File: src/rdsrb_consts.vh
`ifndef RDSRB_CONSTS_VH
`define RDSRB_CONSTS_VH

// ----------------------------------------------------------------------------
// Control bank addresses
// ----------------------------------------------------------------------------
`define RDSRB_ADDR_SEL01      3'h0
`define RDSRB_ADDR_SEL23      3'h1
`define RDSRB_ADDR_SEL45      3'h2
`define RDSRB_ADDR_SEL67      3'h3
`define RDSRB_ADDR_DIAGEN_LO  3'h4
`define RDSRB_ADDR_DIAGEN_HI  3'h5
`define RDSRB_ADDR_CMD        3'h6
`define RDSRB_ADDR_UNUSED     3'h7
`define RDSRB_CTRL_STORED     6

// ----------------------------------------------------------------------------
// Reset values
// ----------------------------------------------------------------------------
`define RDSRB_CTRL_RESET      4'h0
`define RDSRB_TER_RESET       1'b1
`define RDSRB_SYNC_RESET      6'h20

// ----------------------------------------------------------------------------
// Command register bits
// ----------------------------------------------------------------------------
`define RDSRB_CMD_WAKE        3
`define RDSRB_CMD_STANDBY     2
`define RDSRB_CMD_SOFTRST     1
`define RDSRB_CMD_CPL         0

// ----------------------------------------------------------------------------
// Frame fields
// ----------------------------------------------------------------------------
`define RDSRB_FRM_WRITE       7
`define RDSRB_FRM_ADDR_HI     6
`define RDSRB_FRM_ADDR_LO     4
`define RDSRB_FRM_DATA_HI     3
`define RDSRB_FRM_DATA_LO     0
`define RDSRB_FRM_RD_STD      1
`define RDSRB_FRM_BANK        0
`define RDSRB_FRAME_BITS      8

// ----------------------------------------------------------------------------
// Standard diagnosis word bits
// ----------------------------------------------------------------------------
`define RDSRB_STD_OPENLOAD    6
`define RDSRB_STD_AWAKE       5
`define RDSRB_STD_LIMPHOME    4

// ----------------------------------------------------------------------------
// Source selector codes
// ----------------------------------------------------------------------------
`define RDSRB_SRC_OFF         2'h0
`define RDSRB_SRC_IN1         2'h1
`define RDSRB_SRC_IN23        2'h2
`define RDSRB_SRC_ON          2'h3

// ----------------------------------------------------------------------------
// Pending read kinds
// ----------------------------------------------------------------------------
`define RDSRB_REQ_STD         2'h0
`define RDSRB_REQ_CTRL        2'h1
`define RDSRB_REQ_DIAG        2'h2

`endif

File: src/rdsrb_sync.v
`timescale 1ns/1ps

module rdsrb_sync #(
    parameter              WIDTH     = 1,
    parameter [WIDTH-1:0]  RESET_VAL = {WIDTH{1'b0}}
) (
    // Clock and reset
    input  wire              clock,
    input  wire              rstn,
    // Asynchronous in, synchronous out
    input  wire [WIDTH-1:0]  din,
    output wire [WIDTH-1:0]  dout
);

    genvar g;
    generate
        for (g = 0; g < WIDTH; g = g + 1) begin : gBit
            reg stage1_q;
            reg stage2_q;
            always @(posedge clock or negedge rstn) begin
                if (!rstn) begin
                    stage1_q <= RESET_VAL[g];
                    stage2_q <= RESET_VAL[g];
                end else begin
                    stage1_q <= din[g];
                    stage2_q <= stage1_q;
                end
            end
            assign dout[g] = stage2_q;
        end
    endgenerate

endmodule // rdsrb_sync

File: src/rdsrb_core.v
`timescale 1ns/1ps
`include "rdsrb_consts.vh"

module rdsrb_core (
    // Clock and reset
    input  wire        clock,
    input  wire        rstn,
    // Serial pins
    input  wire        csn,
    input  wire        sclk,
    input  wire        si,
    output wire        soOut,
    output wire        soOe,
    // Parallel input pins
    input  wire        parIn1,
    input  wire        parIn2,
    input  wire        parIn3,
    // Power stage status
    input  wire [7:0]  faultIn,
    input  wire [7:0]  openLoadIn,
    input  wire        awakeIn,
    input  wire        limpHomeIn,
    // Control outputs
    output wire [7:0]  chanOn,
    output wire [7:0]  diagEnable,
    output wire        wakeCmd,
    output wire        standbyCmd,
    output wire        softResetCmd,
    output wire        cplBit,
    output wire        terFlag
);

    // ------------------------------------------------------------------------
    // Input synchronisers
    // ------------------------------------------------------------------------
    wire [5:0]  syncOut;
    wire        csnS;
    wire        sclkS;
    wire        siS;
    wire        in1S;
    wire        in2S;
    wire        in3S;

    rdsrb_sync #(
        .WIDTH     (6),
        .RESET_VAL (`RDSRB_SYNC_RESET)
    ) uSync (
        .clock (clock),
        .rstn  (rstn),
        .din   ({csn, sclk, si, parIn1, parIn2, parIn3}),
        .dout  (syncOut)
    );

    assign csnS  = syncOut[5];
    assign sclkS = syncOut[4];
    assign siS   = syncOut[3];
    assign in1S  = syncOut[2];
    assign in2S  = syncOut[1];
    assign in3S  = syncOut[0];

    // ------------------------------------------------------------------------
    // Edge detection
    // ------------------------------------------------------------------------
    reg         csnPrev_q;
    reg         sclkPrev_q;
    wire        csnFall;
    wire        csnRise;
    wire        sclkRise;
    wire        sclkFall;

    always @(posedge clock or negedge rstn) begin
        if (!rstn) begin
            csnPrev_q  <= 1'b1;
            sclkPrev_q <= 1'b0;
        end else begin
            csnPrev_q  <= csnS;
            sclkPrev_q <= sclkS;
        end
    end

    assign csnFall  = csnPrev_q & ~csnS;
    assign csnRise  = ~csnPrev_q & csnS;
    assign sclkRise = ~csnS & ~csnPrev_q & sclkS & ~sclkPrev_q;
    assign sclkFall = ~csnS & ~csnPrev_q & ~sclkS & sclkPrev_q;

    // ------------------------------------------------------------------------
    // Frame decode
    // ------------------------------------------------------------------------
    reg  [7:0]  shift_q;
    reg  [2:0]  bitCnt_q;
    reg         anyBit_q;
    wire        frameValid;
    wire        frameWrite;
    wire [2:0]  frameAddr;
    wire [3:0]  frameData;
    wire        cmdWrite;
    wire        defaultsCmd;

    assign frameValid  = csnRise & anyBit_q & (bitCnt_q == 3'h0);
    assign frameWrite  = frameValid & shift_q[`RDSRB_FRM_WRITE];
    assign frameAddr   = shift_q[`RDSRB_FRM_ADDR_HI:`RDSRB_FRM_ADDR_LO];
    assign frameData   = shift_q[`RDSRB_FRM_DATA_HI:`RDSRB_FRM_DATA_LO];
    assign cmdWrite    = frameWrite & (frameAddr == `RDSRB_ADDR_CMD);
    assign defaultsCmd = cmdWrite & (frameData[`RDSRB_CMD_STANDBY] |
                                     frameData[`RDSRB_CMD_SOFTRST]);

    // ------------------------------------------------------------------------
    // Control bank
    // ------------------------------------------------------------------------
    reg  [3:0]  ctrl_q [0:`RDSRB_CTRL_STORED-1];
    integer     k;

    always @(posedge clock or negedge rstn) begin
        if (!rstn) begin
            for (k = 0; k < `RDSRB_CTRL_STORED; k = k + 1) begin
                ctrl_q[k] <= `RDSRB_CTRL_RESET;
            end
        end else if (defaultsCmd) begin
            for (k = 0; k < `RDSRB_CTRL_STORED; k = k + 1) begin
                ctrl_q[k] <= `RDSRB_CTRL_RESET;
            end
        end else if (frameWrite && (frameAddr < `RDSRB_ADDR_CMD)) begin
            ctrl_q[frameAddr] <= frameData;
        end
    end

    // ------------------------------------------------------------------------
    // Command bits
    // ------------------------------------------------------------------------
    reg         wake_q;
    reg         standby_q;
    reg         softReset_q;
    reg         cpl_q;

    always @(posedge clock or negedge rstn) begin
        if (!rstn) begin
            wake_q      <= 1'b0;
            standby_q   <= 1'b0;
            softReset_q <= 1'b0;
            cpl_q       <= 1'b0;
        end else begin
            wake_q      <= cmdWrite & frameData[`RDSRB_CMD_WAKE];
            standby_q   <= cmdWrite & frameData[`RDSRB_CMD_STANDBY];
            softReset_q <= cmdWrite & frameData[`RDSRB_CMD_SOFTRST];
            if (cmdWrite && frameData[`RDSRB_CMD_CPL]) begin
                cpl_q <= 1'b1;
            end else if (frameValid) begin
                cpl_q <= 1'b0;
            end
        end
    end

    // ------------------------------------------------------------------------
    // Channels, diagnosis bank and readback
    // ------------------------------------------------------------------------
    wire [7:0]  diagEn;
    wire [7:0]  olMasked;
    wire [7:0]  chanNext;
    wire [3:0]  pairFault;
    wire [3:0]  diagReg [0:3];
    wire [3:0]  ctrlRead [0:7];
    reg  [7:0]  chanOn_q;

    assign diagEn   = {ctrl_q[`RDSRB_ADDR_DIAGEN_HI], ctrl_q[`RDSRB_ADDR_DIAGEN_LO]};
    assign olMasked = openLoadIn & diagEn;

    genvar g;
    generate
        for (g = 0; g < 8; g = g + 1) begin : gChan
            wire [3:0] selReg;
            wire [1:0] sel;
            assign selReg = ctrl_q[g/2];
            assign sel    = selReg[(g%2)*2 +: 2];
            // Lower half follows input two, upper half input three
            assign chanNext[g] = (sel == `RDSRB_SRC_ON)  ? 1'b1 :
                                 (sel == `RDSRB_SRC_IN1) ? in1S :
                                 (sel == `RDSRB_SRC_IN23) ? ((g < 4) ? in2S : in3S) :
                                 1'b0;
            if (g < 4) begin : gPair
                assign pairFault[g] = faultIn[2*g] | faultIn[2*g+1];
                assign diagReg[g]   = {olMasked[2*g+1], faultIn[2*g+1],
                                       olMasked[2*g], faultIn[2*g]};
            end
            if (g < `RDSRB_CTRL_STORED) begin : gRdStored
                assign ctrlRead[g] = ctrl_q[g];
            end else begin : gRdZero
                assign ctrlRead[g] = 4'h0;
            end
        end
    endgenerate

    always @(posedge clock or negedge rstn) begin
        if (!rstn) begin
            chanOn_q <= 8'h00;
        end else begin
            chanOn_q <= chanNext;
        end
    end

    // ------------------------------------------------------------------------
    // Pending read and error flag
    // ------------------------------------------------------------------------
    reg  [1:0]  req_q;
    reg  [2:0]  reqAddr_q;
    reg         ter_q;

    always @(posedge clock or negedge rstn) begin
        if (!rstn) begin
            req_q     <= `RDSRB_REQ_STD;
            reqAddr_q <= 3'h0;
            ter_q     <= `RDSRB_TER_RESET;
        end else if (csnRise) begin
            ter_q <= ~frameValid;
            if (!frameValid || shift_q[`RDSRB_FRM_WRITE] ||
                    shift_q[`RDSRB_FRM_RD_STD]) begin
                req_q <= `RDSRB_REQ_STD;
            end else if (shift_q[`RDSRB_FRM_BANK]) begin
                req_q     <= `RDSRB_REQ_DIAG;
                reqAddr_q <= frameAddr;
            end else begin
                req_q     <= `RDSRB_REQ_CTRL;
                reqAddr_q <= frameAddr;
            end
        end
    end

    // ------------------------------------------------------------------------
    // Outgoing word
    // ------------------------------------------------------------------------
    reg  [7:0]  txWord;

    always @* begin
        case (req_q)
            `RDSRB_REQ_CTRL: begin
                txWord = {1'b1, reqAddr_q, ctrlRead[reqAddr_q]};
            end
            `RDSRB_REQ_DIAG: begin
                txWord = {2'b01, reqAddr_q[1:0], diagReg[reqAddr_q[1:0]]};
            end
            default: begin
                txWord = 8'h00;
                txWord[`RDSRB_STD_OPENLOAD] = |olMasked;
                txWord[`RDSRB_STD_AWAKE]    = awakeIn;
                txWord[`RDSRB_STD_LIMPHOME] = limpHomeIn;
                txWord[3:0]                 = pairFault;
            end
        endcase
    end

    // ------------------------------------------------------------------------
    // Shift register and serial output
    // ------------------------------------------------------------------------
    reg         so_q;
    reg         beforeFirst_q;

    always @(posedge clock or negedge rstn) begin
        if (!rstn) begin
            shift_q       <= 8'h00;
            bitCnt_q      <= 3'h0;
            anyBit_q      <= 1'b0;
            so_q          <= 1'b0;
            beforeFirst_q <= 1'b0;
        end else if (csnFall) begin
            shift_q       <= txWord;
            bitCnt_q      <= 3'h0;
            anyBit_q      <= 1'b0;
            beforeFirst_q <= 1'b1;
            so_q          <= ter_q | siS;
        end else if (sclkRise) begin
            so_q          <= shift_q[7];
            beforeFirst_q <= 1'b0;
        end else if (sclkFall) begin
            shift_q  <= {shift_q[6:0], siS};
            bitCnt_q <= bitCnt_q + 3'h1;
            anyBit_q <= 1'b1;
        end else if (beforeFirst_q && !csnS) begin
            so_q <= ter_q | siS;
        end
    end

    // ------------------------------------------------------------------------
    // Outputs
    // ------------------------------------------------------------------------
    assign soOut        = so_q;
    assign soOe         = ~csnS;
    assign chanOn       = chanOn_q;
    assign diagEnable   = diagEn;
    assign wakeCmd      = wake_q;
    assign standbyCmd   = standby_q;
    assign softResetCmd = softReset_q;
    assign cplBit       = cpl_q;
    assign terFlag      = ter_q;

endmodule // rdsrb_core

File: config.mk
export PLATFORM = sky130hd
export DESIGN_NAME = rdsrb_core
export DESIGN_NICKNAME = d
export VERILOG_FILES = /design/src/rdsrb_sync.v /design/src/rdsrb_core.v
export VERILOG_INCLUDE_DIRS = /design/src
export SDC_FILE = /design/constraint.sdc
export NUM_CORES = 1
export LEC_CHECK = 0
export ABC_CLOCK_PERIOD_IN_PS = 1710
export BUFFER_PORTS_ARGS = -buffer_cell sky130_fd_sc_hd__buf_2
export CORE_UTILIZATION = 51
export DETAILED_ROUTE_END_ITERATION = 7
export GPL_ROUTABILITY_DRIVEN = 1
export HOLD_SLACK_MARGIN = 0.15
export PLACE_DENSITY_LB_ADDON = 0.2
export SLEW_MARGIN = 10
export SYNTH_ARGS = -nofsm -noshare
export SYNTH_HDL_FRONTEND = slang
export SYNTH_SLANG_ARGS = --single-unit
File: constraint.sdc
create_clock -name clock -period 1.71 [get_ports clock]
set_input_delay 0.0855 -clock clock [delete_from_list [all_inputs] [get_ports clock]]
set_output_delay 0.0855 -clock clock [all_outputs]
set_load 0.01 [all_outputs]
Word-level counts from Yosys, hierarchy flattened --
Cells that the tools add are included.
Storage, ports and cells: flip-flop bits (word level) 70
Operators by class: add/sub/neg operators 1, $lt $le $gt $ge 5, equality and inequality tests 29, multiplexer cells 55, bitwise gates (word level) 31, reduce and logical (&&, ||, !) cells 18
Operators by type and width (number):
- $mux 24 | 2
- $mux 1 | 35
- $eq 2x2->1 const B | 17
- $bwmux 24 | 1
- $mux 8 | 3
- $mux 4 | 5
- $eq 2x1->1 const B | 9
- $pmux 8 s2 | 1
- $and 1x1->1 | 15
- $bmux 4 s3 | 1
- $demux 4 s3 | 1
- $mux 3 | 3
- $and 8x8->8 | 1
- $bmux 4 s2 | 1
- $ge 4x4->1 const B | 2
- $not 3->4 | 2
- $reduce_bool 2->1 | 4
- $reduce_or 8->1 | 1
- $not 1->1 | 6
- $or 1x1->1 | 6
- $reduce_and 2->1 | 3
- $logic_and 1x1->1 | 4
- $lt 4x1->1 const B | 1
- $mux 2 | 2
- other kinds (11) | 13

Longest topological paths before layout --
word-level depth 9, gate-level depth with buffers 7, mapped depth without buffers 6

Hierarchy --
Synthesis repeated with hierarchy kept, for this count alone.
Second synthesis, totals: cells, all modules 303, area, all modules 3347.0 um^2
Modules (own cells, without submodules):
- rdsrb_core | times used 1, cells each 285, area each 2999.1 um^2, seq. area each 1453.9 um^2
- rdsrb_sync | times used 1, cells each 18, area each 347.8 um^2, seq. area each 302.8 um^2

Worst setup path after synthesis --
Ideal clock, no wire load.
kind flip-flop to flip-flop, from register uSync.gBit[5].stage2_q, to register reqAddr_q[0], setup time 125 ps, data arrival time 1713 ps, slack -129 ps, stages on the path, launching flop included 7, path buffers 2, period minus slack after synthesis 1839 ps, path through dfstp_2 -> nor4bb_1 -> buf_4 -> nand2_2 -> or3_1 -> buf_2 -> mux2_4
On the way: longest elaborated chain between the ends 8
RTL lines:
- from (decl) | line rdsrb_sync.v:19 | reg stage2_q;
- from (signal assigned) | line rdsrb_sync.v:23 | stage2_q <= RESET_VAL[g];
- from (signal assigned) | line rdsrb_sync.v:26 | stage2_q <= stage1_q;
- $and 1x1->1 (*) | line rdsrb_core.v:82 | assign csnRise = ~csnPrev_q & csnS;
- $and 1x1->1 (2 in a row) | line rdsrb_core.v:99 | assign frameValid = csnRise & anyBit_q & (bitCnt_q == 3'h0);
- $logic_not 1->1 | line rdsrb_core.v:214 | if (!frameValid || shift_q[`RDSRB_FRM_WRITE] ||
- $logic_or 1x1->1 (2 in a row) | line rdsrb_core.v:214
- $not 1->1 (no source line)
- $reduce_and 2->1 (no source line) (*)
- to (signal assigned) | line rdsrb_core.v:219 | reqAddr_q <= frameAddr;
- to (signal assigned) | line rdsrb_core.v:222 | reqAddr_q <= frameAddr;
- to (decl) | line rdsrb_core.v:204 | reg [2:0] reqAddr_q;
Every way passes the cells marked *; elsewhere a longest branch is shown, timed or not. A chain may end at the register's enable or synchronous reset.

Worst setup path after layout --
Same ends and word-level chain as after synthesis.

==> flow_summary.ini <==
[worst_hold_path]
min_to = shift_q[5]
worstHoldStart = awakeIn
hold_path_class = input port to flop
min_delay_path_depth = 5

[route]
dr.pass1.iters = 4
drc = 0
postRouteAntennaNets = 0
via_count = 2817
post_drt_wl_per_cell_um = 17.4
initialDrtViolationCount = 211
totalWireLength_um = 8300
detail_route.vias_per_cell = 5.89

[cts]
cts_made_buffers = 9
clock-root-buffer = sky130_fd_sc_hd__clkbuf_8
clk_transition_reported_paths_ps = 70
worst_skew_pair.late_latency_ps = 340
cts_tree = done
htreeDepth = 3
clk_path_buf_depth = 2
cts.sink_count = 70
postCtsSetupRepairBufs = 0

[global_route]
first_pass_grt_wire_length_um = 13900
overflow = 0
grt_max_degree = 71
first_global_vias = 2709
number_of_antenna_violations_at_the_first_check_in_global_routing = 0
grt_usage = 0.260

[die]
row_count = 29
die_height_um = 83.5
core_area_um2 = 6390
die-area_um2 = 6970
die_w_um = 83.5
pin_count = 49
floorplan.initialDensity = 0.530

[synthesis]
ys_seq_elements = 70
sequential_to_total_area_share_from_yosys_stat = 0.519
synth_enable_flop_cells = 0
syn_area_um2 = 3390
async_reset_ff_frac = 1.00
synth.yosys.warnings = 0
syn-instance-count = 326
synth_top_flop_cell = sky130_fd_sc_hd__dfrtp_1
synth.avg_cell_area_um2 = 10.4
synth_fp_nets = 357
synthDistinctLibCells = 47

[sta]
rsz_0062_raised_after_global_routing = true
slew_headroom = 0.693
max_freq_ghz = 0.570
post-route-worst-setup-slack_ps = -44.4
finClkSkew_ps = 9.99
timing.final.hold_violations = 0
fin_crit_share = 1.03
final.min_clock_period_ps = 1750
whs_ps = 189
timing_worst_slew_pin_value_ps = 460
setup-violations-final = 6
final-max-slew-violation-count = 0

[finish]
antenna-diode-count = 0
layout.filler_cells = 529
design.final.nets = 428
drive_gt1_frac = 0.302
multiInputGateArea_um2 = 1560
final_area_um2 = 4160
regArea_um2 = 1760
syn2layout_area_growth_pct = 22.7

[placed_design]
placement.cell_area_um2 = 3850
hpwlAfterDp_um = 5900
gpl.final_weighted_congestion = 0.855
portBuffers = 48
dp_slack_ps = -33.0

[run]
drv.max_cap_violation_count = 0

[pwr]
worst_ir_drop_vdd_mv = 0.631
total_power_uw = 4480
cellLeakagePower_uw = 0.00198
pwr_density_cell_nw_per_um2 = 1080

[outcome]
status = finished with violations
failing_checks = setup timing

[worst_setup_path]
regToRegStartpoint = uSync.gBit[5].stage2_q
worst_r2r_endpoint = reqAddr_q[0]
path_max_fanout = 3
required_time_of_the_critical_path_ps = 1930
worst-endpoint-arrival_ps = 1980
timing.reg2reg.setup_slack_ps = -40
worst_setup_path_end_kind = flop
crit_type = flop to flop
timing.critical_path.from_type = flop
worstRegToRegCells = 5
placed cells by master, fill, tap and decap left out, drive strengths merged, types with 9 or more instances in the layout:
master	count
mux2i	18
buf	72
o21ai	11
inv	15
nand2	13
dfrtp	66
nor2	51
o22ai	14
clkbuf	9
a21oi	24
report_power, final:
part	switching [uW]	internal, uW	total, uW
combinational	590	576	1170
clock	618	514	1130
sequential	291	1890	2180
worst max-delay path, stage by stage, from the launching register on:
cell and delay [ps]:
sky130_fd_sc_hd__dfstp_2 540, sky130_fd_sc_hd__nor4bb_4 200, sky130_fd_sc_hd__buf_4 180, sky130_fd_sc_hd__nand2_4 50
sky130_fd_sc_hd__or3_4 360, sky130_fd_sc_hd__mux2_4 300
worst max-delay path by stage:
stage	slack, ps	endpoint	from
floorplan	-130	reqAddr_q[0]	uSync.gBit[5].stage2_q
global placement	-30	reqAddr_q[1]	uSync.gBit[5].stage2_q
detailed placement	-30	reqAddr_q[1]	uSync.gBit[5].stage2_q
CTS	-9	reqAddr_q[0]	uSync.gBit[5].stage2_q
global route	-100	reqAddr_q[1]	uSync.gBit[5].stage2_q
finish	-40	reqAddr_q[0]	uSync.gBit[5].stage2_q
synthesized netlist by cell type, types with 2 or more instances:
cell type	number	area, um^2
sky130_fd_sc_hd__a21oi_1	24	120
sky130_fd_sc_hd__a221o_1	2	20.0
sky130_fd_sc_hd__a22o_1	8	70.1
sky130_fd_sc_hd__a22oi_1	3	22.5
sky130_fd_sc_hd__a31o_2	4	35.0
sky130_fd_sc_hd__a32oi_1	3	26.3
sky130_fd_sc_hd__and2_1	4	25.0
sky130_fd_sc_hd__and4_1	2	17.5
sky130_fd_sc_hd__buf_2	5	25.0
sky130_fd_sc_hd__clkbuf_1	13	48.8
sky130_fd_sc_hd__clkinv_1	2	7.51
sky130_fd_sc_hd__dfrtp_1	66	1650
sky130_fd_sc_hd__dfstp_2	4	105
sky130_fd_sc_hd__ha_1	5	62.6
sky130_fd_sc_hd__inv_1	14	52.6
sky130_fd_sc_hd__mux2_2	2	22.5
sky130_fd_sc_hd__mux2_4	2	30.0
sky130_fd_sc_hd__mux2i_1	18	180
sky130_fd_sc_hd__mux4_2	6	135
sky130_fd_sc_hd__nand2_1	12	45.0
sky130_fd_sc_hd__nand2b_1	5	31.3
sky130_fd_sc_hd__nand3_1	7	35.0
sky130_fd_sc_hd__nand3b_1	4	30.0
sky130_fd_sc_hd__nand4_1	5	31.3
sky130_fd_sc_hd__nor2_1	51	191
sky130_fd_sc_hd__nor2b_1	6	37.5
sky130_fd_sc_hd__nor3_1	2	10.0
sky130_fd_sc_hd__nor4_1	2	12.5
sky130_fd_sc_hd__o211ai_1	2	15.0
sky130_fd_sc_hd__o21a_1	2	15.0
sky130_fd_sc_hd__o21ai_0	11	55.1
sky130_fd_sc_hd__o22ai_1	14	87.6
sky130_fd_sc_hd__o31ai_1	2	15.0
per-layer routing:
metal | track usage | share of wire
met4 | 0.106 | 0.021
met1 | 0.367 | 0.45
met3 | 0.0386 | 0.049
met5 | 0 | 0
met2 | 0.406 | 0.48
state kept, by name (all words and copies together) (netlist names), 2 cells and up:
| register | cells |
|---|---|
| chanOn | 8 |
| diagEnable | 8 |
| uSync.gBit.stage2_q | 6 |
| uSync.gBit.stage1_q | 6 |
| reqAddr_q | 3 |
| gChan.selReg | 16 |
| bitCnt_q | 3 |
| req_q | 2 |
| shift_q | 8 |
through the flow:
stage          setup TNS [ps]  std cells  utilization
2_1_floorplan            -254        326            -
3_3_place_gp            -65.3        456        0.602
3_5_place_dp            -88.2        456        0.602
4_1_cts                 -10.3        478        0.640
5_1_grt                 -1660        478        0.651
6_report                -92.1        478        0.651
repair_timing:
action / 4_1_cts / 5_1_grt
resized for setup: 2 / 21
hold buffers: 7 / 0
pin swaps: 0 / 3
endpoints found under the setup margin: 6 / 30
endpoints found under the hold margin: 76 / 0
final cells by class:
type                            count  share of cell area
Timing Repair Buffer               79               0.126
Tap cell                           77              0.0232
Inverter                           16              0.0144
Clock buffer                        9              0.0298
Clock inverter                      6             0.00933
Sequential cell                    70               0.423
Multi-Input combinational cell    221               0.374
logic make-up after synthesis:
| family | Yosys count | share of synthesized area |
|---|---|---|
| and+or+nand+nor | 107 | 0.154 |
| AOI/OAI and AO/OA | 81 | 0.158 |
| DFF | 70 | 0.519 |
| buffers and inverters | 35 | 0.0417 |
| muxes | 28 | 0.109 |
| adders and majority gates | 5 | 0.0185 |
(Power assumes the default switching activity.)
